===== src/flash_seq_pkg.sv =====
// Constants, register map and types for the flash row program sequencer
package flash_seq_pkg;
    // Register indices; odd ones cannot be byte addresses of aligned words
    localparam logic [11:0] IDX_CONTROL = 12'h260;
    localparam logic [11:0] IDX_ADDR_LOW = 12'h762;
    localparam logic [11:0] IDX_ADDR_HIGH = 12'h764;
    localparam logic [11:0] IDX_UNLOCK_KEY = 12'h766;
    // Byte addresses, four times the index, one 32-bit word each
    localparam logic [15:0] OFF_CONTROL = {2'b00, IDX_CONTROL, 2'b00};
    localparam logic [15:0] OFF_ADDR_LOW = {2'b00, IDX_ADDR_LOW, 2'b00};
    localparam logic [15:0] OFF_ADDR_HIGH = {2'b00, IDX_ADDR_HIGH, 2'b00};
    localparam logic [15:0] OFF_UNLOCK_KEY = {2'b00, IDX_UNLOCK_KEY, 2'b00};
    // Control register fields
    localparam int GO_BIT = 15;
    localparam int ENABLE_BIT = 14;
    localparam int FAULT_BIT = 13;
    localparam int TIMING_BIT = 8;
    localparam int OPSEL_LSB = 0;
    localparam int OPSEL_W = 7;
    localparam logic [15:0] CONTROL_RESET = 16'h0000;
    localparam logic [15:0] CONTROL_WMASK = 16'h417F;
    localparam logic [15:0] KEY_RESET = 16'h0000;
    // Unlock key values
    localparam logic [7:0] KEY_FIRST = 8'h55;
    localparam logic [7:0] KEY_SECOND = 8'hAA;
    // Operation codes for a whole row, erase and program
    localparam logic [6:0] OP_ROW_ERASE = 7'h41;
    localparam logic [6:0] OP_ROW_PROGRAM = 7'h01;
    // Row geometry
    localparam int ROW_WORDS = 32;
    localparam int ROW_IDX_W = 5;
    // Timing
    localparam int CLK_HZ = 25000000;
    localparam int OP_TIME_US = 2000;
    localparam int OP_CYCLES = (CLK_HZ / 1000000) * OP_TIME_US;
    localparam int CNT_W = 16;
    // Sequencer states
    typedef enum logic [2:0] {
        ST_IDLE = 3'b001,
        ST_RUN = 3'b010,
        ST_DONE = 3'b100
    } seq_state_t;
endpackage : flash_seq_pkg


===== src/flash_unlock_tracker.sv =====
// Tracks the ordered two-write unlock key sequence
`timescale 1ns/1ps
module flash_unlock_tracker (
    // Clock and reset
    input wire logic pclk,
    input wire logic presetn,
    // Key writes and other register writes
    input wire logic key_write,
    input wire logic [7:0] key_value,
    input wire logic other_write,
    input wire logic consume,
    // Armed after 0x55 then 0xAA
    output logic armed
);
    logic first_seen;

    // Any write breaks the sequence; only adjacent key pair arms
    always_ff @(posedge pclk or negedge presetn)
    begin
        if (!presetn)
        begin
            first_seen <= 1'b0;
            armed <= 1'b0;
        end
        else if (key_write)
        begin
            first_seen <= (key_value == flash_seq_pkg::KEY_FIRST);
            armed <= first_seen && (key_value == flash_seq_pkg::KEY_SECOND);
        end
        else if (other_write || consume)
        begin
            // Go write consumes arming, so the pair must precede every go
            first_seen <= 1'b0;
            armed <= 1'b0;
        end
    end

    // Arming only follows a key write of 0xAA
    unlock_order_a: assert property (@(posedge pclk) disable iff (!presetn)
        $rose(armed) |-> $past(key_write) && $past(key_value) == flash_seq_pkg::KEY_SECOND)
        else $error("unlock armed without second key");
endmodule : flash_unlock_tracker


===== src/flash_op_timer.sv =====
// Counts out the nominal duration of one flash operation
`timescale 1ns/1ps
module flash_op_timer (
    // Clock and reset
    input wire logic pclk,
    input wire logic presetn,
    // Control
    input wire logic start,
    output logic expired
);
    localparam logic [15:0] LAST = 16'(flash_seq_pkg::OP_CYCLES - 1);
    logic [15:0] count;
    logic running;

    // Free count from start until the last cycle of the window
    always_ff @(posedge pclk or negedge presetn)
    begin
        if (!presetn)
        begin
            count <= 16'h0000;
            running <= 1'b0;
        end
        else if (start)
        begin
            count <= 16'h0000;
            running <= 1'b1;
        end
        else if (running)
        begin
            if (count == LAST)
                running <= 1'b0;
            count <= count + 16'h0001;
        end
    end

    assign expired = running && (count == LAST);
endmodule : flash_op_timer


===== src/flash_row_program_sequencer.sv =====
// Flash row erase/program sequencer with APB register access
`timescale 1ns/1ps
module flash_row_program_sequencer (
    // APB clock and reset
    input wire logic pclk,
    input wire logic presetn,
    // APB slave
    input wire logic psel,
    input wire logic penable,
    input wire logic pwrite,
    input wire logic [15:0] paddr,
    input wire logic [31:0] pwdata,
    output logic [31:0] prdata,
    output logic pready,
    output logic pslverr,
    // Processor stall
    output logic cpu_stall,
    // Flash array row operation
    output logic flash_erase,
    output logic flash_program,
    output logic [23:0] flash_row_addr,
    input wire logic flash_row_done
);
    logic [15:0] control;
    logic [15:0] addr_low;
    logic [7:0] addr_high;
    logic [15:0] stall_cycles;
    logic armed;
    logic expired;
    logic start_op;
    logic go_req;
    logic [6:0] op_sel;
    flash_seq_pkg::seq_state_t state;
    flash_seq_pkg::seq_state_t next_state;

    // Address decode used for both write and read paths
    function automatic logic [2:0] decode(input logic [15:0] a);
        case (a)
            flash_seq_pkg::OFF_CONTROL: decode = 3'h1;
            flash_seq_pkg::OFF_ADDR_LOW: decode = 3'h2;
            flash_seq_pkg::OFF_ADDR_HIGH: decode = 3'h3;
            flash_seq_pkg::OFF_UNLOCK_KEY: decode = 3'h4;
            default: decode = 3'h0;
        endcase
    endfunction : decode

    logic wr_access;
    logic [2:0] sel;
    logic wr_control;
    logic wr_addr_low;
    logic wr_addr_high;
    logic wr_key;
    assign wr_access = psel && penable && pwrite;
    assign sel = decode(paddr);

    // One write strobe per register, all taken in the access phase
    assign wr_control = wr_access && (sel == 3'h1);
    assign wr_addr_low = wr_access && (sel == 3'h2);
    assign wr_addr_high = wr_access && (sel == 3'h3);
    assign wr_key = wr_access && (sel == 3'h4);

    // Zero wait states; unmapped addresses answer with an error
    assign pready = 1'b1;
    assign pslverr = psel && penable && (sel == 3'h0);

    // Go request: write with go bit set while idle
    assign go_req = wr_control && pwdata[flash_seq_pkg::GO_BIT]
        && (state == flash_seq_pkg::ST_IDLE);
    assign op_sel = pwdata[flash_seq_pkg::OPSEL_LSB +: flash_seq_pkg::OPSEL_W];
    // Launch only when unlocked and enabled, with a row-wide opcode
    assign start_op = go_req && armed && pwdata[flash_seq_pkg::ENABLE_BIT]
        && ((op_sel == flash_seq_pkg::OP_ROW_ERASE)
        || (op_sel == flash_seq_pkg::OP_ROW_PROGRAM));

    flash_unlock_tracker u_unlock (
        .pclk(pclk),
        .presetn(presetn),
        .key_write(wr_key),
        .key_value(pwdata[7:0]),
        .other_write(wr_access && !wr_key && !go_req),
        .consume(go_req),
        .armed(armed)
    );

    flash_op_timer u_timer (
        .pclk(pclk),
        .presetn(presetn),
        .start(start_op),
        .expired(expired)
    );

    // Sequencer next state
    always_comb
    begin
        next_state = state;
        case (state)
            flash_seq_pkg::ST_IDLE:
                if (start_op)
                    next_state = flash_seq_pkg::ST_RUN;
            flash_seq_pkg::ST_RUN:
                if (expired)
                    next_state = flash_seq_pkg::ST_DONE;
            flash_seq_pkg::ST_DONE:
                next_state = flash_seq_pkg::ST_IDLE;
            default:
                next_state = flash_seq_pkg::ST_IDLE;
        endcase
    end

    always_ff @(posedge pclk or negedge presetn)
    begin
        if (!presetn)
            state <= flash_seq_pkg::ST_IDLE;
        else
            state <= next_state;
    end

    // Control register; go bit stays set only for a launched operation
    always_ff @(posedge pclk or negedge presetn)
    begin
        if (!presetn)
            control <= flash_seq_pkg::CONTROL_RESET;
        else if (state == flash_seq_pkg::ST_DONE)
            control[flash_seq_pkg::GO_BIT] <= 1'b0;
        else if (wr_control && (state == flash_seq_pkg::ST_IDLE))
        begin
            // Writable fields; fault bit is only cleared by software
            control <= (pwdata[15:0] & flash_seq_pkg::CONTROL_WMASK)
                | (control[flash_seq_pkg::FAULT_BIT] && pwdata[flash_seq_pkg::FAULT_BIT]
                ? 16'h2000 : 16'h0000);
            control[flash_seq_pkg::GO_BIT] <= start_op;
            if (go_req && !start_op)
                control[flash_seq_pkg::FAULT_BIT] <= 1'b1; // Refused go flagged
        end
    end

    // Split target address registers, locked while running
    always_ff @(posedge pclk or negedge presetn)
    begin
        if (!presetn)
        begin
            addr_low <= 16'h0000;
            addr_high <= 8'h00;
        end
        else if (state == flash_seq_pkg::ST_IDLE)
        begin
            if (wr_addr_low)
                addr_low <= pwdata[15:0];
            if (wr_addr_high)
                addr_high <= pwdata[7:0];
        end
    end

    // Read data registered in the setup phase, ready for the access phase
    always_ff @(posedge pclk or negedge presetn)
    begin
        if (!presetn)
            prdata <= 32'h00000000;
        else if (psel && !penable && !pwrite)
        begin
            case (sel)
                3'h1: prdata <= {16'h0000, control};
                3'h2: prdata <= {16'h0000, addr_low};
                3'h3: prdata <= {24'h000000, addr_high};
                // Key register reads back zero so keys cannot be snooped
                3'h4: prdata <= 32'h00000000;
                default: prdata <= 32'h00000000;
            endcase
        end
    end

    // Stall the processor for the whole operation
    assign cpu_stall = (state == flash_seq_pkg::ST_RUN);

    // Operation kind from flops, loaded at launch and dropped at expiry
    always_ff @(posedge pclk or negedge presetn)
    begin
        if (!presetn)
        begin
            flash_erase <= 1'b0;
            flash_program <= 1'b0;
        end
        else if (start_op)
        begin
            flash_erase <= (op_sel == flash_seq_pkg::OP_ROW_ERASE);
            flash_program <= (op_sel == flash_seq_pkg::OP_ROW_PROGRAM);
        end
        else if (expired)
        begin
            flash_erase <= 1'b0;
            flash_program <= 1'b0;
        end
    end

    // Row latched at launch; low six address bits cleared for row alignment
    always_ff @(posedge pclk or negedge presetn)
    begin
        if (!presetn)
            flash_row_addr <= 24'h000000;
        else if (start_op)
            flash_row_addr <= {addr_high, addr_low[15:6], 6'h00};
    end

    // Helper count of stalled cycles, so the length is checked, not assumed
    always_ff @(posedge pclk or negedge presetn)
    begin
        if (!presetn)
            stall_cycles <= 16'h0000;
        else if (cpu_stall)
            stall_cycles <= stall_cycles + 16'h0001;
        else
            stall_cycles <= 16'h0000;
    end

    logic unused_done;
    assign unused_done = flash_row_done;

    // Stall lasts at least 8 cycles once it rises
    stall_len_a: assert property (@(posedge pclk) disable iff (!presetn)
        $rose(cpu_stall) |-> cpu_stall [*8])
        else $error("stall ended early");
    // Go clears the cycle after the run ends
    go_clear_a: assert property (@(posedge pclk) disable iff (!presetn)
        $fell(cpu_stall) |=> !control[flash_seq_pkg::GO_BIT])
        else $error("go bit not cleared");
    // Nothing starts unless armed
    start_gate_a: assert property (@(posedge pclk) disable iff (!presetn)
        $rose(cpu_stall) |-> $past(armed))
        else $error("operation started while locked");

    // Stall ends after exactly the fixed operation count
    stall_total_a: assert property (@(posedge pclk) disable iff (!presetn)
        $fell(cpu_stall) |-> stall_cycles == 16'(flash_seq_pkg::OP_CYCLES))
        else $error("stall length differs from operation time");

    // Stall never outlives the operation window
    stall_span_a: assert property (@(posedge pclk) disable iff (!presetn)
        cpu_stall |-> stall_cycles < 16'(flash_seq_pkg::OP_CYCLES))
        else $error("stall longer than operation time");

    // Target address frozen while the array works
    addr_lock_a: assert property (@(posedge pclk) disable iff (!presetn)
        cpu_stall |=> $stable(addr_low) && $stable(addr_high))
        else $error("address changed during operation");

    // Exactly one row operation drives the array while stalled
    op_valid_a: assert property (@(posedge pclk) disable iff (!presetn)
        cpu_stall |-> (flash_erase != flash_program))
        else $error("no single row operation during stall");

    // Array left alone outside the stall
    idle_quiet_a: assert property (@(posedge pclk) disable iff (!presetn)
        !cpu_stall |-> !flash_erase && !flash_program)
        else $error("array operation outside stall");

    // Opcode cannot change under a running operation
    opsel_stable_a: assert property (@(posedge pclk) disable iff (!presetn)
        cpu_stall |=> $stable(control[6:0]))
        else $error("opcode changed during operation");

    // Row seen by the array holds for the whole operation
    row_hold_a: assert property (@(posedge pclk) disable iff (!presetn)
        cpu_stall |=> $stable(flash_row_addr))
        else $error("row address changed during operation");

    // Launch enters the stall with the go bit set
    launch_run_a: assert property (@(posedge pclk) disable iff (!presetn)
        start_op |=> cpu_stall && control[flash_seq_pkg::GO_BIT])
        else $error("launch did not start operation");

    // Go bit stands through the stall
    go_hold_a: assert property (@(posedge pclk) disable iff (!presetn)
        cpu_stall |-> control[flash_seq_pkg::GO_BIT])
        else $error("go bit low during operation");

    // Completion returns to idle with go cleared
    done_idle_a: assert property (@(posedge pclk) disable iff (!presetn)
        (state == flash_seq_pkg::ST_DONE) |=> (state == flash_seq_pkg::ST_IDLE)
        && !control[flash_seq_pkg::GO_BIT])
        else $error("operation end not clean");

    // Go bit reads low whenever idle
    idle_go_a: assert property (@(posedge pclk) disable iff (!presetn)
        (state == flash_seq_pkg::ST_IDLE) |-> !control[flash_seq_pkg::GO_BIT])
        else $error("go bit set while idle");

    // Refused go raises the fault and starts nothing
    refuse_fault_a: assert property (@(posedge pclk) disable iff (!presetn)
        go_req && !start_op |=> control[flash_seq_pkg::FAULT_BIT] && !cpu_stall)
        else $error("refused go not flagged");

    // Fault stays until software writes the control register
    fault_keep_a: assert property (@(posedge pclk) disable iff (!presetn)
        control[flash_seq_pkg::FAULT_BIT] && !wr_control |=> control[flash_seq_pkg::FAULT_BIT])
        else $error("fault flag lost");

    // Every go uses up the key pair
    key_consume_a: assert property (@(posedge pclk) disable iff (!presetn)
        go_req |=> !armed)
        else $error("key pair survived a go");
endmodule : flash_row_program_sequencer


===== config.mk =====
export PLATFORM = sky130hd
export DESIGN_NAME = flash_row_program_sequencer
export DESIGN_NICKNAME = d
export VERILOG_FILES = /design/src/flash_seq_pkg.sv /design/src/flash_unlock_tracker.sv /design/src/flash_op_timer.sv /design/src/flash_row_program_sequencer.sv
export SDC_FILE = /design/constraint.sdc
export NUM_CORES = 1
export LEC_CHECK = 0
export BUFFER_PORTS_ARGS = -buffer_cell sky130_fd_sc_hd__clkbuf_2
export CORE_MARGIN = 2
export CORE_UTILIZATION = 48
export DETAILED_ROUTE_END_ITERATION = 6
export GPL_TIMING_DRIVEN = 0
export PLACE_DENSITY = 0.77
export SETUP_SLACK_MARGIN = 0.2
export SLEW_MARGIN = 20
export SYNTH_ARGS = -nofsm -noshare
export SYNTH_HDL_FRONTEND = slang
export SYNTH_SLANG_ARGS = --single-unit

===== constraint.sdc =====
create_clock -name pclk -period 2 [get_ports pclk]
set_clock_uncertainty 0.2 [all_clocks]
set_input_delay 0.1 -clock pclk [delete_from_list [all_inputs] [get_ports pclk]]
set_output_delay 0.1 -clock pclk [all_outputs]
set_load 0.01 [all_outputs]

==> reports/results.txt <==
sequential fraction of the synthesis area: 53.8%
Post-synth EDFFs: 0
Syn Std Cell Area: 4330 sq um
clock latency on the worst-skew pair: 0.37 ns
share of cells above drive strength 1: 43.9%
total track usage: 23.9%
core area: 8720 sq um
diode count: 0
first-pass GRT wire length: 18.1 mm
worst slew pin tran: 0.726 ns
Pwr per Cell Area: 583 nW/um^2
Max-slew headroom: 51.6%
detailed placement HPWL: 6.97 mm
Layout area overhead: 39.7%
# nets final: 579
cell area after layout: 6050 sq um
final setup fails: 50
Rows: 34
Max Cap Viol: 0
Async S/R FF share, synth: 100%
met1 wire length: 4.83 mm
flop2flop setup slack: -0.11 ns
Reg-to-Reg End: addr_high[4]
crit path from: state[0]
CTS Sinks: 93
Final GP Congestion: 0.847
htree depth: 3
Buffers on Ports: 74
utilization after layout: 69.3%
pre-CTS worst setup slack: -0.306 ns
mean area per synthesized cell: 11.6 sq um
critical path endpoint: addr_high[4]
Worst Path Arrival: 2.17 ns
Chip Height: 98.9 um
Yosys warning count: 0
max-slew violation count: 0
placed cell area: 5080 sq um
via count: 3580
Tmin final: 2.11 ns
DRT antenna net count: 0
critical path data required time: 2.06 ns
GRT overflow: 0
largest net degree at the start of global routing: 94
number of global-route vias before repair: 3568
Fill cells: 564
R2R cell count: 6
critical-path maximum fanout: 5
clock slew at reported path FFs: 0.09 ns
Final Worst Setup Slack: -0.115 ns
fmax: 473 MHz
outcome: finished, violations left
fin crit share: 106%
initial antenna violation count: 0
Max clock buf depth: 2
Detailed Route Iter0 Violations: 225
Die W: 98.9 um
Leak: 2.90 nW
drt first pass iters: 5
Die Area: 9790 sq um
setup TNS: -4.15 ns
TritonCTS clock tree: built
Wirelength per Cell: 18.9 um
Mapped Cells: 372
failing checks: setup timing
maximum VDD drop: 0.466 mV
DR DRC count: 0
Worst setup EP type: register
CP Class: register to register
io pins: 115
Total Wirelength: 12.0 mm
Synth top area share: 53.2%
Worst setup SP type: register
list of most frequent post-synthesis cells: dfrtp_1, mux2_1, nor2_1, nand2_1, buf_4
vias per cell: 5.62
Post-Place Cells: 575
Initial Util: 49.6%
Hold Slack: 0.0316 ns
Top Layer Used: met4
flops & latches, synth: 93
leading area contributor after synthesis: dfrtp_1
distinct cell type count after synthesis: 47
met3 WL post-DR: 863 um
most area-consuming cells after synthesis: dfrtp_1, mux2_1, buf_4, mux2_2, nor2_1
Synth Flop Type: dfrtp_1
Min-Delay Path Class: input port to register
CTS Buf Count: 9
final hold vios: 0
Root Buffer: clkbuf_8
metal2 WL: 5.89 mm
reg2reg start: state[0]
most common cell in the synthesized netlist: dfrtp_1
Tot Pwr: 3.52 mW
RSZ-0062 raised after global routing: true
Finished Layout Cells: 637
[area by class of cell]
type	instances	area, sq um	share of cell area, %
Buffer	38	324	5.36
Clock inverter	7	97.6	1.61
Timing Repair Buffer	120	870	14.4
Tap cell	108	135	2.24
Clock buffer	9	124	2.05
Multi-Input combinational cell	262	2170	35.8
Sequential cell	93	2330	38.5
[cells in the final DEF, fill, tap and decap left out, types with 3 or more instances in the layout]
master / count
mux2_4: 44
nor2_1: 25
nand2_1: 30
xor2_1: 9
clkbuf_2: 76
clkbuf_1: 3
a22o_1: 7
xnor2_1: 6
nor2_2: 6
mux2_2: 3
conb_1: 23
nor4b_2: 3
nand3_1: 11
a222oi_1: 7
dlygate4sd3_1: 25
dfrtp_1: 91
a22oi_1: 4
clkbuf_8: 10
a21oi_1: 9
buf_6: 14
buf_4: 29
buf_12: 4
and3_1: 4
buf_8: 3
nand4_1: 5
o21ai_1: 8
mux2_1: 4
o21ai_0: 5
[kinds of logic after synthesis]
family	Yosys count	synth area share, %
other	2	0.174
AO/OA/AOI/OAI	48	7.92
multiplexers	53	13.7
flip-flops	93	53.8
buffers and inverters	38	5.61
AND/OR/NAND/NOR	122	15.4
adder cells (fa/ha/maj)	1	0.289
XOR/XNOR	15	3.04
[repair_timing]
action / 4_1_cts / 5_1_grt
buffers inserted: 16 / 2
endpoints found under the hold margin: 131 / 0
cloned: 2 / 1
pin swaps: 9 / 6
gates resized for setup: 49 / 37
setup endpoints to repair: 83 / 89
hold buffers: 25 / 0
[routing by layer]
layer	vias to the layer above	GRT usage [%]
li1	1591	-
met1	1756	30.0
met2	185	39.2
met3	48	5.74
met4	0	10.7
met5	-	0
[worst min path at each step]
| stage | from | to | slack, ns | depth (start not counted) |
|---|---|---|---|---|
| detailed placement | presetn | flash_row_addr[13] | 0.02 | 1 |
| finish | pwdata[2] | u_timer.running | 0.03 | 4 |
| global route | pwdata[1] | u_timer.running | 0.06 | 4 |
| CTS | paddr[6] | prdata[1] | 0.001 | 5 |
| global placement | pwdata[9] | addr_low[9] | 0.13 | 2 |
| floorplan | presetn | addr_high[0] | -0.40 | 0 |
[flip-flops by register name (all words and copies together), names as in the netlist]
register / cells
flash_row_addr: 18
addr_low: 16
prdata: 16
u_timer.count: 16
control: 11
addr_high: 8
state: 3
flash_erase: 1
flash_program: 1
u_timer.running: 1
u_unlock.armed: 1
u_unlock.first_seen: 1
[where the power goes]
part           internal (mW)  leakage [nW]  switching (mW)
logic                  0.103          1.53           0.144
registers               1.88          1.27       0.0000490
clock network          0.708         0.106           0.690
[critical path: stages, from the launching register on]
cell and delay, ns:
dfstp_2 0.56, nor3b_4 0.25, and2_4 0.23, nand3_4 0.09, nor3_4 0.18, buf_6 0.18
mux2_4 0.30
Note: power is estimated with default switching activity, not from simulation.
